<file path="config.mk">
export PLATFORM = sky130hd
export DESIGN_NAME = supply_status_timers
export DESIGN_NICKNAME = d
export VERILOG_FILES = /design/src/hdl/supply_timing_pkg.sv /design/src/hdl/supply_status_timers.sv /design/src/hdl/level_filter.sv
export VERILOG_INCLUDE_DIRS = /design/src /design/src/hdl
export SDC_FILE = /design/constraint.sdc
export NUM_CORES = 1
export LEC_CHECK = 0
export BUFFER_PORTS_ARGS = -buffer_cell sky130_fd_sc_hd__buf_4
export CAP_MARGIN = 20
export CORE_ASPECT_RATIO = 0.7
export CORE_MARGIN = 2
export CORE_UTILIZATION = 55
export CTS_BUF_LIST = sky130_fd_sc_hd__clkbuf_2 sky130_fd_sc_hd__clkbuf_4 sky130_fd_sc_hd__clkbuf_8
export DETAILED_ROUTE_END_ITERATION = 8
export PLACE_DENSITY_LB_ADDON = 0.2
export SLEW_MARGIN = 20
export SYNTH_ARGS = -nofsm -noshare
export SYNTH_HDL_FRONTEND = slang
export SYNTH_SLANG_ARGS = --single-unit
</file>
<file path="constraint.sdc">
create_clock -name clk_i -period 8.07 [get_ports clk_i]
set_input_delay 0.807 -clock clk_i [delete_from_list [all_inputs] [get_ports clk_i]]
set_output_delay 0.807 -clock clk_i [all_outputs]
set_load 0.03 [all_outputs]
</file>
<file path="src/hdl/supply_timing_cfg.svh">
// constants for the supply status delay timers: offsets, fields, resets, timing
// assumes a 25 MHz clock; included by bare name wherever a number is needed
`ifndef SUPPLY_TIMING_CFG_SVH
`define SUPPLY_TIMING_CFG_SVH

// register byte offsets on the wishbone slave
`define REG_CTRL      8'h00
`define REG_STATUS    8'h04
`define REG_INT_STAT  8'h08
`define REG_INT_MASK  8'h0c

// control register fields
`define F_DEB         1:0
`define F_ON          3:2
`define F_WARN        5:4
`define F_MON         8:6
`define F_RFN         11:9
`define F_GFN         14:12
`define B_PEN_INV     15
`define B_PEN_PCH     16
`define B_GOOD_INV    17
`define B_GOOD_PCH    18
`define CTRL_W        19
`define CTRL_RST      19'h00000

// monitor mode codes that arm the trips
`define MON_OV_A      3'h2
`define MON_OV_B      3'h4
`define MON_UV_A      3'h3
`define MON_UV_B      3'h5

// timing figures as printed, then cycle counts
`define CLK_KHZ       25000
`define DEB_00_MS     80
`define DEB_10_MS     40
`define DEB_11_MS     160
`define ON_00_MS      400
`define ON_01_MS      200
`define ON_10_MS      800
`define ON_11_MS      1600
`define WARN_00_MS    2
`define WARN_10_MS    1
`define WARN_11_MS    4
`define OV_FILT_US    5
`define UV_FILT_US    300
`define MS_CYCLES     (`CLK_KHZ)
`define OV_CYCLES     ((`OV_FILT_US * `CLK_KHZ + 999) / 1000)
`define UV_CYCLES     ((`UV_FILT_US * `CLK_KHZ + 999) / 1000)
`define CNT_W         32

`endif

</file>
<file path="src/hdl/supply_timing_pkg.sv">
// types shared by the supply status delay timers
// assumes the cfg header for widths
`include "supply_timing_cfg.svh"

package supply_timing_pkg;

  // power sequence states, one-hot
  typedef enum logic [3:0] {
    S_OFF  = 4'b0001,
    S_WAIT = 4'b0010,
    S_GOOD = 4'b0100,
    S_WARN = 4'b1000
  } seq_t;

  // state of one restartable filter
  typedef struct packed {
    logic                lvl;
    logic [`CNT_W-1:0]   cnt;
  } filt_state_t;

  // whole state of the top block
  typedef struct packed {
    logic [5:0]          sync1;
    logic [5:0]          sync2;
    logic [`CTRL_W-1:0]  ctrl;
    logic [3:0]          int_stat;
    logic [3:0]          int_mask;
    logic                ack;
    logic [31:0]         rdat;
    seq_t                st;
    logic [`CNT_W-1:0]   tmr;
    logic                fault;
    logic                good;
    logic                power_enable_output;
    logic [1:0]          strap;
    logic [6:0]          addr;
    logic                pen_pin;
    logic                pen_oe_n;
    logic                good_pin;
    logic                good_oe_n;
    logic                irq;
    logic                trip_ov;
    logic                trip_uv;
  } top_state_t;

endpackage

</file>
<file path="src/hdl/supply_status_timers.sv">
// supply status delay timers: request debounce, output-good delays, trip
// filters, status pin drive options, address strap, wishbone registers
// assumes the six status pins are asynchronous and a classic wishbone master on clk_i
//
// Implementation choices: the Wishbone interface to the registers and the placing of the registers.
`timescale 1ns/1ps
`include "supply_timing_cfg.svh"

module supply_status_timers #(
  parameter int unsigned MS_CYC    = `MS_CYCLES,  // cycles per millisecond
  parameter int unsigned UV_CYC    = `UV_CYCLES,  // undervoltage filter cycles
  parameter logic [6:0]  ADDR_BASE = 7'h50        // arbitrary bus address base
) (
  input  wire logic        clk_i,                      // 25 MHz clock
  input  wire logic        rst_i,                      // sync reset, high
  input  wire logic        ce_i,                       // clock enable
  input  wire logic        cyc_i,                      // wishbone cycle
  input  wire logic        stb_i,                      // wishbone strobe
  input  wire logic        we_i,                       // wishbone write
  input  wire logic [7:0]  adr_i,                      // wishbone byte address
  input  wire logic [3:0]  sel_i,                      // wishbone byte lanes
  input  wire logic [31:0] dat_i,                      // wishbone write data
  output logic             ack_o,                      // wishbone ack
  output logic [31:0]      dat_o,                      // wishbone read data
  output logic             irq_o,                      // level interrupt
  input  wire logic        power_on_request_input_i,   // request pin, high = on
  input  wire logic        ov_cmp_i,                   // overvoltage comparator
  input  wire logic        uv_cmp_i,                   // undervoltage comparator
  input  wire logic        mains_good_flag_i,          // mains good level
  input  wire logic        strap_hi_i,                 // strap sensed high
  input  wire logic        strap_lo_i,                 // strap sensed low
  output logic             power_enable_output_o,      // pin level when driven
  output logic             power_enable_output_oe_n_o, // low while driving
  output logic             output_good_flag_o,         // pin level when driven
  output logic             output_good_flag_oe_n_o,    // low while driving
  output logic [6:0]       bus_address_o               // resolved bus address
);
  import supply_timing_pkg::*;

  top_state_t          q;        // registered state
  top_state_t          d;        // next state
  logic [2:0]          filt;     // filtered request, ov, uv
  logic [2:0]          filt_in;  // filter samples
  logic [`CNT_W-1:0]   lim [3];  // filter limits
  logic                req_in;   // request after function select
  logic                ov_en;    // overvoltage monitor armed
  logic                uv_en;    // undervoltage monitor armed
  logic                req_ok;   // request, mains good and no fault
  logic                trip;     // any filtered trip
  logic                good_en;  // output-good function selected
  logic                access;   // bus request not yet acked
  logic [31:0]         wword;    // byte-merged write word
  logic [31:0]         clr;      // write-one-to-clear bits
  logic [3:0]          ev;       // interrupt events
  logic [`CNT_W-1:0]   on_lim;   // on delay in cycles
  logic [`CNT_W-1:0]   warn_lim; // warning in cycles
  logic                pen_act;  // power enable pin active
  logic                good_act; // output good pin active

  // pick one of four millisecond figures and scale to cycles
  function automatic logic [`CNT_W-1:0] ms_sel(input logic [1:0] code,
                                               input int unsigned v0,
                                               input int unsigned v1,
                                               input int unsigned v2,
                                               input int unsigned v3);
    int unsigned ms;
    unique case (code)
      2'h0: ms = v0;
      2'h1: ms = v1;
      2'h2: ms = v2;
      2'h3: ms = v3;
    endcase
    ms_sel = `CNT_W'(ms * MS_CYC);
  endfunction

  // merge write data into an old word under the byte lanes
  function automatic logic [31:0] bmerge(input logic [31:0] old,
                                         input logic [31:0] nw,
                                         input logic [3:0]  sel);
    bmerge = old;
    for (int i = 0; i < 4; i++) begin
      if (sel[i]) begin
        bmerge[8*i +: 8] = nw[8*i +: 8];
      end
    end
  endfunction

  // function and mode decode from the control register
  always_comb begin
    req_in  = (q.ctrl[`F_RFN] inside {3'h0, 3'h1}) ? q.sync2[0] : 1'b1;
    good_en = q.ctrl[`F_GFN] inside {3'h0, 3'h1};
    ov_en   = q.ctrl[`F_MON] inside {`MON_OV_A, `MON_OV_B};
    uv_en   = q.ctrl[`F_MON] inside {`MON_UV_A, `MON_UV_B};
    filt_in = {q.sync2[2] & uv_en, q.sync2[1] & ov_en, req_in};
    // code 01 is the bypass, a zero limit passes at once
    lim[0]  = ms_sel(q.ctrl[`F_DEB], `DEB_00_MS, 0, `DEB_10_MS, `DEB_11_MS);
    lim[1]  = `CNT_W'(`OV_CYCLES);
    lim[2]  = `CNT_W'(UV_CYC);
    on_lim  = ms_sel(q.ctrl[`F_ON], `ON_00_MS, `ON_01_MS, `ON_10_MS, `ON_11_MS);
    warn_lim = ms_sel(q.ctrl[`F_WARN], `WARN_00_MS, 0, `WARN_10_MS, `WARN_11_MS);
  end

  // one restartable filter each for request, overvoltage, undervoltage
  for (genvar g = 0; g < 3; g++) begin : g_filt
    level_filter u_filt (
      .clk_i    (clk_i),
      .rst_i    (rst_i),
      .ce_i     (ce_i),
      .sample_i (filt_in[g]),
      .limit_i  (lim[g]),
      .level_o  (filt[g])
    );
  end

  assign trip   = filt[1] | filt[2];
  assign req_ok = filt[0] & q.sync2[3] & ~q.fault;
  assign access = cyc_i & stb_i & ~q.ack;

  // next state of everything
  always_comb begin
    d = q;
    // pins pass two flops before use
    d.sync1 = {strap_lo_i, strap_hi_i, mains_good_flag_i, uv_cmp_i, ov_cmp_i,
               power_on_request_input_i};
    d.sync2 = q.sync1;

    // strap: low 00, floating 01, high 10
    if (q.sync2[4] && !q.sync2[5]) begin
      d.strap = 2'h2;
    end else if (q.sync2[5] && !q.sync2[4]) begin
      d.strap = 2'h0;
    end else begin
      d.strap = 2'h1;
    end
    d.addr = ADDR_BASE + {5'h0, q.strap};

    // a fault holds power off until the request is withdrawn
    if (!filt[0]) begin
      d.fault = 1'b0;
    end

    // power sequence
    unique case (q.st)
      S_OFF: begin
        d.power_enable_output  = 1'b0;
        d.good = 1'b0;
        if (req_ok && !trip) begin
          d.power_enable_output = 1'b1;
          d.tmr = '0;
          d.st  = S_WAIT;
        end
      end
      S_WAIT: begin
        // good rises only after the full on delay
        if (!req_ok) begin
          d.power_enable_output = 1'b0;
          d.st  = S_OFF;
        end else if (q.tmr >= on_lim - `CNT_W'h1) begin
          d.good = 1'b1;
          d.st   = S_GOOD;
        end else begin
          d.tmr = q.tmr + `CNT_W'h1;
        end
      end
      S_GOOD: begin
        // with a nonzero warning, good falls first so the load gets its warning
        if (!req_ok) begin
          d.good = 1'b0;
          d.tmr  = '0;
          if (warn_lim == '0) begin
            d.power_enable_output = 1'b0;
            d.st  = S_OFF;
          end else begin
            d.st = S_WARN;
          end
        end
      end
      S_WARN: begin
        if (q.tmr >= warn_lim - `CNT_W'h1) begin
          d.power_enable_output = 1'b0;
          d.st  = S_OFF;
        end else begin
          d.tmr = q.tmr + `CNT_W'h1;
        end
      end
    endcase

    // a filtered trip drops both outputs at once, overriding the warning
    if (trip && q.st != S_OFF) begin
      d.power_enable_output   = 1'b0;
      d.good  = 1'b0;
      d.fault = 1'b1;
      d.st    = S_OFF;
    end

    // logical state to pin: polarity then drive type
    pen_act    = d.power_enable_output ^ q.ctrl[`B_PEN_INV];
    good_act   = (d.good & good_en) ^ q.ctrl[`B_GOOD_INV];
    d.pen_pin  = q.ctrl[`B_PEN_PCH];
    d.pen_oe_n = ~pen_act;
    d.good_pin  = q.ctrl[`B_GOOD_PCH];
    d.good_oe_n = ~good_act;

    // events: good rise, good fall, ov trip, uv trip
    ev    = 4'h0;
    ev[0] = d.good & ~q.good;
    ev[1] = ~d.good & q.good;
    ev[2] = filt[1] & ~q.trip_ov;
    ev[3] = filt[2] & ~q.trip_uv;
    // trip history kept in the state word so the edge stays one cycle
    d.trip_ov = filt[1];
    d.trip_uv = filt[2];

    // wishbone slave: ack one cycle after the request, then drop
    wword = 32'h0;
    clr   = 32'h0;
    d.ack = access;
    if (access) begin
      d.rdat = 32'h0;
      unique case ({adr_i[7:2], 2'b00})
        `REG_CTRL: begin
          d.rdat = {13'h0, q.ctrl};
          if (we_i) begin
            wword  = bmerge({13'h0, q.ctrl}, dat_i, sel_i);
            d.ctrl = wword[`CTRL_W-1:0];
          end
        end
        `REG_STATUS: begin
          d.rdat = {17'h0, q.addr, q.strap, q.sync2[3], filt[2], filt[1],
                    q.good, q.power_enable_output, filt[0]};
        end
        `REG_INT_STAT: begin
          d.rdat = {28'h0, q.int_stat};
          if (we_i) begin
            clr = bmerge(32'h0, dat_i, sel_i);
          end
        end
        `REG_INT_MASK: begin
          d.rdat = {28'h0, q.int_mask};
          if (we_i) begin
            wword      = bmerge({28'h0, q.int_mask}, dat_i, sel_i);
            d.int_mask = wword[3:0];
          end
        end
        default: begin
          d.rdat = 32'h0; // unmapped reads zero, writes dropped
        end
      endcase
    end

    // set wins over a clear in the same cycle
    d.int_stat = (q.int_stat & ~clr[3:0]) | ev;
    d.irq      = |(d.int_stat & d.int_mask);
  end

  // single state register; a low enable freezes everything
  always_ff @(posedge clk_i) begin
    if (rst_i) begin
      q           <= '0;
      q.st        <= S_OFF;
      q.ctrl      <= `CTRL_RST;
      q.strap     <= 2'h1;
      q.pen_oe_n  <= 1'b1;
      q.good_oe_n <= 1'b1;
    end else if (ce_i) begin
      q <= d;
    end
  end

  // outputs straight from the register
  assign ack_o                      = q.ack;
  assign dat_o                      = q.rdat;
  assign irq_o                      = q.irq;
  assign power_enable_output_o      = q.pen_pin;
  assign power_enable_output_oe_n_o = q.pen_oe_n;
  assign output_good_flag_o         = q.good_pin;
  assign output_good_flag_oe_n_o    = q.good_oe_n;
  assign bus_address_o              = q.addr;
endmodule

</file>
<file path="src/hdl/level_filter.sv">
// restartable level filter: the output takes a new level only after the
// input has differed from it for limit_i consecutive enabled cycles
`timescale 1ns/1ps
`include "supply_timing_cfg.svh"

module level_filter (
  input  wire logic              clk_i,    // block clock
  input  wire logic              rst_i,    // sync reset, high
  input  wire logic              ce_i,     // clock enable
  input  wire logic              sample_i, // level to filter, same domain
  input  wire logic [`CNT_W-1:0] limit_i,  // cycles to accept, 0 = pass
  output logic                   level_o   // filtered level
);
  import supply_timing_pkg::*;

  filt_state_t q;  // registered state
  filt_state_t d;  // next state

  // count while the input disagrees, restart when it agrees again
  always_comb begin
    d = q;
    if (sample_i != q.lvl) begin
      if (limit_i == '0 || q.cnt >= limit_i - `CNT_W'h1) begin
        d.lvl = sample_i;
        d.cnt = '0;
      end else begin
        d.cnt = q.cnt + `CNT_W'h1;
      end
    end else begin
      d.cnt = '0;
    end
  end

  // single register for all state
  always_ff @(posedge clk_i) begin
    if (rst_i) begin
      q <= '0;
    end else if (ce_i) begin
      q <= d;
    end
  end

  assign level_o = q.lvl;

endmodule

</file>
==> metrics.md, run 1 <==
| Metric | Value |
|---|---|
| GP Congestion | `0.866` |
| Clock tree from TritonCTS | `yes` |
| CTS Buffer Depth | `3` |
| Reg2Reg Depth | `16` |
| Vias in the first global route | `8799` |
| NumNets Final | `1502` |
| WL final | `27100 µm` |
| Largest net degree at the start of global routing | `99` |
| Register area share after synthesis | `37.0%` |
| Layout Area Growth over Synthesis | `10.7%` |
| Setup TNS | `0 ns` |
| Crit path time final | `4.93 ns` |
| Hold wc startpoint | `g_filt[2].u_filt.q[25]` |
| Sequential Power Share | `47.9%` |
| Die Wd | `175 µm` |
| CP arrival | `5.37 ns` |
| Clock sinks | `209` |
| Io pins | `101` |
| Worst slew pin tran | `1.02 ns` |
| Unrepaired setup endpoints after global routing | `no` |
| Synth warnings | `0` |
| Worst Skew | `0.0190 ns` |
| Reg clk slew, reported paths | `0.06 ns` |
| Area of the core | `20000 µm²` |
| Vias/cell | `5.84` |
| Drt wl/cell | `16.5 µm` |
| Post-synth cell types | `65` |
| Power Density | `174 nW/µm²` |
| Post-Syn Area | `11300 µm²` |
| LEAKAGE | `0.00517 µW` |
| Worst EP required | `8.52 ns` |
| Reg2reg start | `q[98]` |
| Hold path endpoint | `g_filt[2].u_filt.q[25]` |
| Synth Area per Inst | `8.61 µm²` |
| Most frequent cells in the layout | `dfxtp_1, nor2_1, a21oi_1` |
| DR vias | `9551` |
| Starting density of the core | `56.6%` |
| Syn Inst Count | `1313` |
| Switching pwr | `522 µW` |
| Most common cell after layout, fill and taps aside | `dfxtp_1` |
| Fmax | `0.203 GHz` |
| Maxcap violations | `0` |
| Die ar. | `21700 µm²` |
| Layout cells sized above 1 | `11.4%` |
| Int Power | `1660 µW` |
| FP Rows | `43` |
| Critical path class | `flip-flop to flip-flop` |
| CTS Hold Bufs | `0` |
| H-tree Lvls | `2` |
| Tcrit/Tclk final | `61.1%` |
| Clock power frac | `46.9%` |
| Net Sw Frac | `23.9%` |
| I/O Buffers | `68` |
| Class of the worst hold path | `flip-flop to flip-flop` |
| Detailed Route Iter0 Violations | `790` |
| Post-route insts no fill | `1636` |
| Final setup vio count | `0` |
| Number of synthesized flops with an enable pin | `0` |
| Critical register-to-register path endpoint | `q[50]` |
| Worst-path maximum fanout | `17` |
| Worst-Skew Late Latency | `0.54 ns` |
| Worst Hold Depth | `1` |
| Setup bufs post-CTS | `0` |
| PostCTS Resize Cnt | `0` |
| # diodes | `0` |
| #FFs+latches synth | `209` |
| HPWL after DPL | `19000 µm` |
| Hold Fails Final Rpt | `0` |
| Rel. slew slack | `31.9%` |
| Initial antenna violation count | `0` |
| Element type at the critical path end | `flip-flop` |
| Antenna Nets Post-Route | `0` |
| Critical path startpoint category | `flip-flop` |
| Max-slew violations | `0` |
| Top_reg_cell synth | `dfxtp_1` |
| Comb pwr share | `5.2%` |
| Clock root cell | `clkbuf_8` |
| Die H | `124 µm` |
| R2r setup slk | `3.14 ns` |
| # DRC | `0` |
| Asr flop ratio synth | `0%` |
| Pre-Repair DR Iteration Count | `5` |
| Gr ovfl total | `0` |
| All-layer global routing usage | `25.2%` |
| CTS Buf Count | `34` |
| Post-placement cell count | `1577` |
| Wire length of the first global-routing pass | `44600 µm` |
| Status | `finished, final reports clean` |
| Worst vdd ir | `0.000150 V` |
per-layer routing:
metal	GRT usage, %	up-vias	wire length [µm]	share of wire, %
met5	0	-	0	0
met4	6.09	0	412	1.5
met3	5.68	37	1940	7.2
met2	36.1	291	10800	40
met1	38.1	4483	13900	51
li1	-	4740	-	-
cell usage after synthesis (all sizes together), types with 25 or more instances:
cell type	number	area (µm²)
a21oi	108	541
a22oi	30	225
and2	49	307
and3	32	200
buf	52	359
clkbuf	44	166
dfxtp	209	4180
ha	102	1280
inv	32	120
mux2i	47	470
nand2	89	334
nand3	51	265
nand4	31	194
nor2	143	542
o21ai	75	375
or3	25	156
cell families (layout without fill, tap and decap cells):
family | count (synthesis) | count (layout) | synth area share [%]
fa+ha+maj | 102 | 102 | 11.3
buf+inv | 128 | 165 | 5.71
compound gates | 278 | 278 | 14.8
flops | 209 | 209 | 37.0
mux | 55 | 55 | 5.36
other cells | 1 | 17 | 0.0332
simple gates | 516 | 516 | 24.0
xor+xnor | 24 | 24 | 1.86
power by group through the flow:
stage	Sequential (µW)	Clock (µW)	Combinational (µW)
6_report	1040	1020	113
5_1_grt	1050	1090	123
4_1_cts	1040	1040	111
3_5_place_dp	1070	0	110
3_3_place_gp	1070	0	109
2_1_floorplan	1070	0	81.3
registers in the layout, indices dropped and copies added, names as in the netlist, 3 cells and up:
name                   flops
g_filt.u_filt.q           96
q                         74
dat_o                     19
d                          8
bus_address_o              3
g_filt.u_filt.level_o      3
through the flow:
stage          setup WS [ns]  utilization (%)  total power [µW]  area [µm²]  hold WS [ns]
3_5_place_dp            3.26             58.8              1180       11700         0.444
5_1_grt                 2.84             62.7              2260       12500         0.475
6_report                3.14             62.7              2180       12500         0.461
3_3_place_gp            3.37             58.8              1180       11700         0.443
2_1_floorplan           4.71                -              1150       11400         0.430
4_1_cts                 3.25             62.6              2200       12500         0.463
area by class of cell:
cell class | instances | area [µm²]
fillers | 1749 | 7450
multi-input cells | 992 | 6540
flip-flops and latches | 209 | 4180
clock buffers | 51 | 652
repair buffers | 75 | 571
well taps | 270 | 338
inverters | 32 | 120
clock inverters | 7 | 105
worst max-delay path, stage by stage (launching register included):
cell,delay (ns)
dfxtp_1,0.57
inv_1,0.27
ha_1,0.27
inv_1,0.16
nor2_1,0.09
o211a_1,0.21
a211oi_1,0.21
xnor2_1,0.18
ha_1,0.28
nand3_1,0.11
nor3_1,0.06
a211oi_1,0.43
a21oi_1,0.16
nor2_2,0.47
nand4_1,0.66
or3_1,0.55
a21oi_1,0.16
worst max path at each step:
stage	startpoint	to	slack [ns]	depth (start not counted)
finish	q[98]	q[50]	3.14	16
global route	q[98]	q[50]	2.84	16
CTS	q[98]	q[50]	3.25	16
detailed placement	q[98]	q[50]	3.26	16
global placement	q[98]	q[50]	3.37	14
floorplan	q[98]	q[47]	4.71	15
(Power assumes the default switching activity.)
==> inputs of run 2 (changes only) <==
==> constraint.sdc (replaced) <==
create_clock -name clk_i -period 4.2 [get_ports clk_i]
set_input_delay 0.42 -clock clk_i [delete_from_list [all_inputs] [get_ports clk_i]]
set_output_delay 0.42 -clock clk_i [all_outputs]
set_load 0.03 [all_outputs]
==> metrics.md, run 2 (synthesis gave the netlist of run 1 again) <==
| Metric | Value |
|---|---|
| GP Congestion | `0.852 (-1.6%)` |
| LEAKAGE | `0.00517 µW (about the same)` |
| Worst path max stage delay | `0.52 ns (-0.14 ns)` |
| Fmax | `0.255 GHz (+26%)` |
| Layout cells sized above 1 | `11.8% (+0.40 points)` |
| Io pins | `101 (unchanged)` |
| Max-slew violations | `0 (unchanged)` |
| Area occupied by multi-input gates | `6550 µm² (+0.19%)` |
| Worst-path maximum fanout | `9 (-8)` |
| FP Rows | `43 (unchanged)` |
| Most common cell after layout, fill and taps aside | `dfxtp_1` |
| Largest net degree at the start of global routing | `82 (-17%)` |
| Worst slew pin tran | `0.956 ns (-0.0654 ns)` |
| Clock tree from TritonCTS | `yes` |
| Final setup vio count | `0 (unchanged)` |
| Die H | `124 µm (unchanged)` |
| Initial antenna violation count | `0 (unchanged)` |
| Worst EP required | `4.66 ns (-3.86 ns)` |
| Place WS | `0.0512 ns (-3.21 ns)` |
| WL final | `26900 µm (-0.61%)` |
| Element type at the critical path end | `flip-flop` |
| Top reg by flops | `g_filt.u_filt.q` |
| Clock sinks | `209 (unchanged)` |
| Hold Fails Final Rpt | `0 (unchanged)` |
| Drt wl/cell | `16.4 µm (-0.91%)` |
| Layout Area Growth over Synthesis | `10.5%` |
| NumNets Final | `1510 (+0.53%)` |
| Reg clk slew, reported paths | `0.06 ns (about the same)` |
| Clock root cell | `clkbuf_8` |
| Setup crit start | `q[98]` |
| Area of the core | `20000 µm² (unchanged)` |
| CTS Hold Bufs | `0 (unchanged)` |
| Maxcap violations | `0 (unchanged)` |
| Hold wc startpoint | `dat_i[12]` |
| HPWL after DPL | `18800 µm (-0.87%)` |
| # DRC | `0 (unchanged)` |
| Gr ovfl total | `0 (unchanged)` |
| Class of the worst hold path | `input pin to flip-flop` |
| Status | `finished, final reports clean` |
| Seq. cell area | `4180 µm² (unchanged)` |
| Starting density of the core | `56.6% (unchanged)` |
| Unrepaired setup endpoints after global routing | `no` |
| Power Density | `321 nW/µm² (+84%)` |
| Worst vdd ir | `0.000207 V (+39%)` |
| H-tree Lvls | `2 (unchanged)` |
| DR vias | `9572 (+0.22%)` |
| CP bufs+invs | `1 (-1)` |
| CP cell instances | `inv_1 -> ha_1 -> ha_1 -> a211oi_1 -> xnor2_1 -> ha_1 -> nand3_1 -> nor3_1 -> a211oi_1 -> a21oi_1 -> nor2_2 -> nand4_1 -> or4_1 -> a21oi_1` |
| Vias in the first global route | `8669 (-1.5%)` |
| Antenna Nets Post-Route | `0 (unchanged)` |
| CTS Buf Count | `34 (unchanged)` |
| Most frequent cells in the layout | `dfxtp_1, nor2_1, a21oi_1` |
| Wire length of the first global-routing pass | `44200 µm (-0.91%)` |
| Pre-Repair DR Iteration Count | `8 (+3)` |
| Critical path startpoint category | `flip-flop` |
| Die ar. | `21700 µm² (unchanged)` |
| Fin util | `62.6% (-0.11 points)` |
| Vias/cell | `5.83 (about the same)` |
| CTS Buffer Depth | `3 (unchanged)` |
| # diodes | `0 (unchanged)` |
| All-layer global routing usage | `24.9% (-0.30 points)` |
| Crit path time final | `3.92 ns (-1.01 ns)` |
| CP most frequent cell | `ha_1` |
| Worst Slack Setup Final | `0.279 ns (-2.86 ns)` |
| Fillers | `1760 (+0.63%)` |
| Worst Skew | `0.0149 ns (-0.00406 ns)` |
| Setup TNS | `0 ns (unchanged)` |
| CP arrival | `4.38 ns (-0.99 ns)` |
| Die Wd | `175 µm (unchanged)` |
| Tcrit/Tclk final | `93.4% (+32 points)` |
| CP max stage cell | `dfxtp_1` |
| CP delay by family, top | `simple AND/OR/NAND/NOR gates` |
| Detailed Route Iter0 Violations | `632 (-20%)` |
| Max reg flops | `96 (unchanged)` |
| Worst-Skew Late Latency | `0.53 ns (about the same)` |
| Reg2reg start | `q[98]` |
| Rel. slew slack | `36.3% (+4.4 points)` |
| I/O Buffers | `68 (unchanged)` |
| Critical path class | `flip-flop to flip-flop` |
-- run 2: cell count changes in the layout (fill, tap and decap cells not counted) --
cell | previous run | this run
buf_4 | 74 | 83
clkbuf_8 | 43 | 40
bufinv_16 | 2 | 0
clkbuf_4 | 8 | 10
buf_8 | 1 | 0
nand3_1 | 49 | 48
nand3_4 | 0 | 1
-- run 2: power breakdown --
part           switching [µW]  leakage (µW)  internal, µW
sequential               11.4       0.00169          2000
clock                     827      0.000355           959
combinational             148       0.00313          70.9
total                     987       0.00517          3030
-- run 2: layer usage --
| metal | up-vias | GRT usage, % | wire, µm |
|---|---|---|---|
| met5 | - | 0 | 0 |
| met4 | 0 | 6.82 | 495 |
| met3 | 44 | 6.26 | 2120 |
| met2 | 296 | 35.6 | 10700 |
| met1 | 4487 | 37.0 | 13600 |
| li1 | 4745 | - | - |
-- run 2: stage by stage --
step | power [µW] | hold slack [ns] | area, µm² | instances
2_1_floorplan | 2210 | 0.430 | 11400 | 1329
3_3_place_gp | 2260 | 0.443 | 11800 | 1584
3_5_place_dp | 2270 | 0.445 | 11800 | 1584
4_1_cts | 4050 | 0.0955 | 12500 | 1639
5_1_grt | 4160 | 0.112 | 12500 | 1641
6_report | 4010 | 0.115 | 12500 | 1641
-- run 2: worst register-to-register path: stages (launching register included) --
cell	delay, ns
dfxtp_1	0.52
inv_1	0.23
ha_1	0.30
ha_1	0.31
a211oi_1	0.31
xnor2_1	0.17
ha_1	0.26
nand3_1	0.12
nor3_1	0.06
a211oi_1	0.28
a21oi_1	0.13
nor2_2	0.25
nand4_1	0.28
or4_1	0.47
a21oi_1	0.14
-- run 2: final cells by class --
cell class                      instances  area share, %
Clock buffer                           50           5.01
Clock inverter                          5          0.361
Inverter                               32          0.962
Multi-Input combinational cell        992           52.5
Sequential cell                       209           33.5
Tap cell                              270           2.71
Timing Repair Buffer                   83           4.99
-- run 2: timing repair --
item	CTS	global route
endpoints found under the hold margin	0	0
endpoints found under the setup margin	0	17
setup buffers	0	2
resized for setup	0	2
-- run 2: worst paths after layout --
path / endpoint / slack (ns) / depth (start not counted)
setup reg to reg: q[43] / 0.28 / 14
setup / recovery: q[43] / 0.28 / 14
hold / removal: q[108] / 0.12 / 3
hold reg to reg: g_filt[1].u_filt.q[30] / 0.46 / 1
==> inputs of run 3 (changes only) <==
--- a/config.mk
+++ b/config.mk
@@ -6,6 +6,7 @@
 export SDC_FILE = /design/constraint.sdc
 export NUM_CORES = 1
 export LEC_CHECK = 0
+export ABC_AREA = 1
 export BUFFER_PORTS_ARGS = -buffer_cell sky130_fd_sc_hd__buf_4
 export CAP_MARGIN = 20
 export CORE_ASPECT_RATIO = 0.7
@@ -13,6 +14,7 @@
 export CORE_UTILIZATION = 55
 export CTS_BUF_LIST = sky130_fd_sc_hd__clkbuf_2 sky130_fd_sc_hd__clkbuf_4 sky130_fd_sc_hd__clkbuf_8
 export DETAILED_ROUTE_END_ITERATION = 8
+export MAX_ROUTING_LAYER = met4
 export PLACE_DENSITY_LB_ADDON = 0.2
 export SLEW_MARGIN = 20
 export SYNTH_ARGS = -nofsm -noshare
==> metrics.md, run 3 <==
| Metric | Value |
|---|---|
| LEAKAGE | `0.00590 µW (+14%)` |
| Ranking of synthesized cells by area | `dfxtp_1, nand2_1, ha_1, a21oi_1, inv_1` |
| Critical path class | `flip-flop to flip-flop` |
| Initial antenna violation count | `1 (+1)` |
| Setup bufs post-CTS | `0 (unchanged)` |
| DR vias | `12400 (+29%)` |
| Count leader, synth | `nand2_1` |
| Die H | `132 µm (+6.4%)` |
| Syn Inst Count | `1877 (+43%)` |
| Asr flop ratio synth | `0% (unchanged)` |
| Wire length of the first global-routing pass | `56500 µm (+28%)` |
| Met2 WL post-DR | `13500 µm (+26%)` |
| Layout cells sized above 1 | `8.85% (-3.0 points)` |
| Worst-path maximum fanout | `22 (+13)` |
| Number of synthesized flops with an enable pin | `0 (unchanged)` |
| Place WS | `0.382 ns (+0.331 ns)` |
| Setup TNS | `0 ns (unchanged)` |
| Commonest cells in the synthesized netlist | `nand2_1, inv_1, dfxtp_1` |
| Worst-Skew Late Latency | `0.55 ns (+0.02 ns)` |
| Vias/cell | `5.53 (-5.2%)` |
| Most frequent cells in the layout | `nand2_1, inv_1, dfxtp_1` |
| Layout Area Growth over Synthesis | `9.25%` |
| PostCTS Resize Cnt | `0 (unchanged)` |
| Reg clk slew, reported paths | `0.06 ns (about the same)` |
| Switching pwr | `1210 µW (+23%)` |
| Worst EP required | `4.58 ns (-0.08 ns)` |
| Uppermost layer routed | `met4` |
| Element type at the critical path end | `flip-flop` |
| CP arrival | `4.17 ns (-0.21 ns)` |
| Clock power frac | `42.8% (-1.7 points)` |
| Pre-Repair DR Iteration Count | `5 (-3)` |
| Reg2Reg Depth | `18 (+4)` |
| NumNets Final | `2058 (+36%)` |
| Met3 wire len | `3610 µm (+70%)` |
| Worst path max stage delay | `0.50 ns (-0.02 ns)` |
| FP Rows | `46 (+7.0%)` |
| Clock tree from TritonCTS | `yes` |
| Status | `finished, final reports clean` |
| Post-synth cell types | `49 (-25%)` |
| Drt wl/cell | `15.8 µm (-3.5%)` |
| Die Wd | `187 µm (+6.5%)` |
| Top_reg_cell synth | `dfxtp_1` |
| Worst Slack Setup Final | `0.401 ns (+0.122 ns)` |
| CP max stage cell | `dfxtp_1` |
| Worst vdd ir | `0.000220 V (+5.9%)` |
| Rel. slew slack | `30.5% (-5.8 points)` |
| Hold Fails Final Rpt | `0 (unchanged)` |
| Tcrit/Tclk final | `90.5% (-2.9 points)` |
| Reg2reg start | `q[98]` |
| Maxcap violations | `0 (unchanged)` |
| Hold wc startpoint | `strap_lo_i` |
| Most common cell after layout, fill and taps aside | `nand2_1` |
| Hold path endpoint | `d[120]` |
| Top reg by flops | `g_filt.u_filt.q` |
| Fmax | `0.263 GHz (+3.2%)` |
| Register area share after synthesis | `32.5% (-4.5 points)` |
| Final Power | `4370 µW (+9.0%)` |
| Max-slew violations | `0 (unchanged)` |
| H-tree Lvls | `2 (unchanged)` |
| Gr ovfl total | `0 (unchanged)` |
| # DRC | `0 (unchanged)` |
| M1 WL | `17700 µm (+31%)` |
| Synth Area per Inst | `6.85 µm² (-20%)` |
| All-layer global routing usage | `28.7% (+3.8 points)` |
| Io pins | `101 (unchanged)` |
| CTS Buffer Depth | `3 (unchanged)` |
| WL final | `35300 µm (+31%)` |
| Starting density of the core | `56.4% (-0.23 points)` |
| Net Sw Frac | `27.7% (+3.1 points)` |
| Critical register-to-register path endpoint | `q[50]` |
| Final setup vio count | `0 (unchanged)` |
| Max reg flops | `96 (unchanged)` |
| Class of the worst hold path | `input pin to flip-flop` |
| #FFs+latches synth | `209 (unchanged)` |
| Int Power | `3160 µW (+4.5%)` |
| Crit path time final | `3.80 ns (-0.122 ns)` |
| Worst slew pin tran | `1.04 ns (+0.0855 ns)` |
| Critical path startpoint category | `flip-flop` |
| Unrepaired setup endpoints after global routing | `no` |
| Die ar. | `24600 µm² (+13%)` |
| Synth warnings | `0 (unchanged)` |
| I/O Buffers | `68 (unchanged)` |
| Clock sinks | `209 (unchanged)` |
| Post-synth top area cell | `dfxtp_1` |
| Detailed Route Iter0 Violations | `1064 (+68%)` |
| Area of the core | `22800 µm² (+14%)` |
| Largest net degree at the start of global routing | `96 (+17%)` |
| R2r setup slk | `0.40 ns (+0.12 ns)` |
| Worst Hold Depth | `3 (unchanged)` |
| GP Congestion | `0.984 (+15%)` |
| CTS Buf Count | `36 (+5.9%)` |
| Yosys top cell area share | `32.5% (-4.5 points)` |
| Vias in the first global route | `10900 (+26%)` |
| Antenna Nets Post-Route | `0 (unchanged)` |
| CP most frequent cell | `nand2_1` |
| Comb pwr share | `10.1% (+4.6 points)` |
| Hold Slack | `0.103 ns (-0.0122 ns)` |
| Worst Skew | `0.0251 ns (+0.0102 ns)` |
| Clock root cell | `clkbuf_8` |
| Sequential Power Share | `47.1% (-2.9 points)` |
| HPWL after DPL | `25300 µm (+34%)` |
| CP cell instances | `inv_1 -> ha_1 -> inv_1 -> o22ai_1 -> o21ai_0 -> o21ai_0 -> xor2_1 -> ha_1 -> nand2_1 -> a21oi_1 -> o21bai_1 -> nand2_1 -> nor2_1 -> nand2_2 -> nand2_2 -> nand3_2 -> nand2_1 -> a21oi_1` |
| Power Density | `311 nW/µm² (-3.1%)` |
| Post-Syn Area | `12900 µm² (+14%)` |
| # diodes | `0 (unchanged)` |
run 3: logic make-up (layout without fill, tap and decap cells):
logic type	Yosys count	after routing	synth area share, %
flops	209	209	32.5
buf+inv	346	373	11.5
compound gates	314	314	13.0
other cells	1	17	0.0292
xor+xnor	56	56	3.82
simple gates	849	850	29.2
fa+ha+maj	102	102	9.93
run 3: power groups by stage:
stage,Sequential (µW),Clock [µW],Combinational (µW)
final,2060,1870,442
after global routing,2060,2000,491
after CTS,2060,1920,427
after detailed placement,2100,0,425
after global placement,2100,0,418
after floorplan,2090,0,336
run 3: through the flow:
step	instance area [µm²]	cells	utilization (%)
5_1_grt	14000	2233	61.6
3_5_place_dp	13300	2173	58.4
3_3_place_gp	13300	2173	58.4
6_report	14000	2233	61.6
4_1_cts	14000	2232	61.6
2_1_floorplan	12900	1893	-
run 3: metal layers:
layer  GRT usage, %  vias to the layer above
met4           6.22                        0
met1           44.1                     5663
li1               -                     6168
met5              -                        -
met2           37.6                      474
met3           6.10                       46
run 3: what timing repair did:
item,in CTS,in global routing
setup endpoints to repair,0,2
hold buffers,0,0
hold endpoints to repair,0,0
run 3: how the worst max path moves through the flow:
stage,slack [ns],start,to,cells after the start
after floorplan,1.25,q[98],q[21],17
after global placement,0.50,q[98],q[49],18
after detailed placement,0.38,q[98],q[50],18
after CTS,0.34,q[98],q[50],18
after global routing,0.11,q[98],q[50],18
final,0.40,q[98],q[50],18
run 3: worst max-delay path, delay by kind of cell, from the launching register on:
kind	cells	cell delay, ns
AND/OR/NAND/NOR	7	1.23
AO/OA/AOI/OAI	6	0.76
adder cells (fa/ha/maj)	2	0.62
flip-flops	1	0.50
buffers and inverters	2	0.36
XOR/XNOR	1	0.16
run 3: area by class of cell:
type	count	area, µm²
Fill cell	2180	8750
Multi-Input combinational cell	1339	7270
Sequential cell	209	4180
Inverter	231	867
Clock buffer	52	666
Timing Repair Buffer	83	623
Tap cell	312	390
Clock inverter	7	47.5
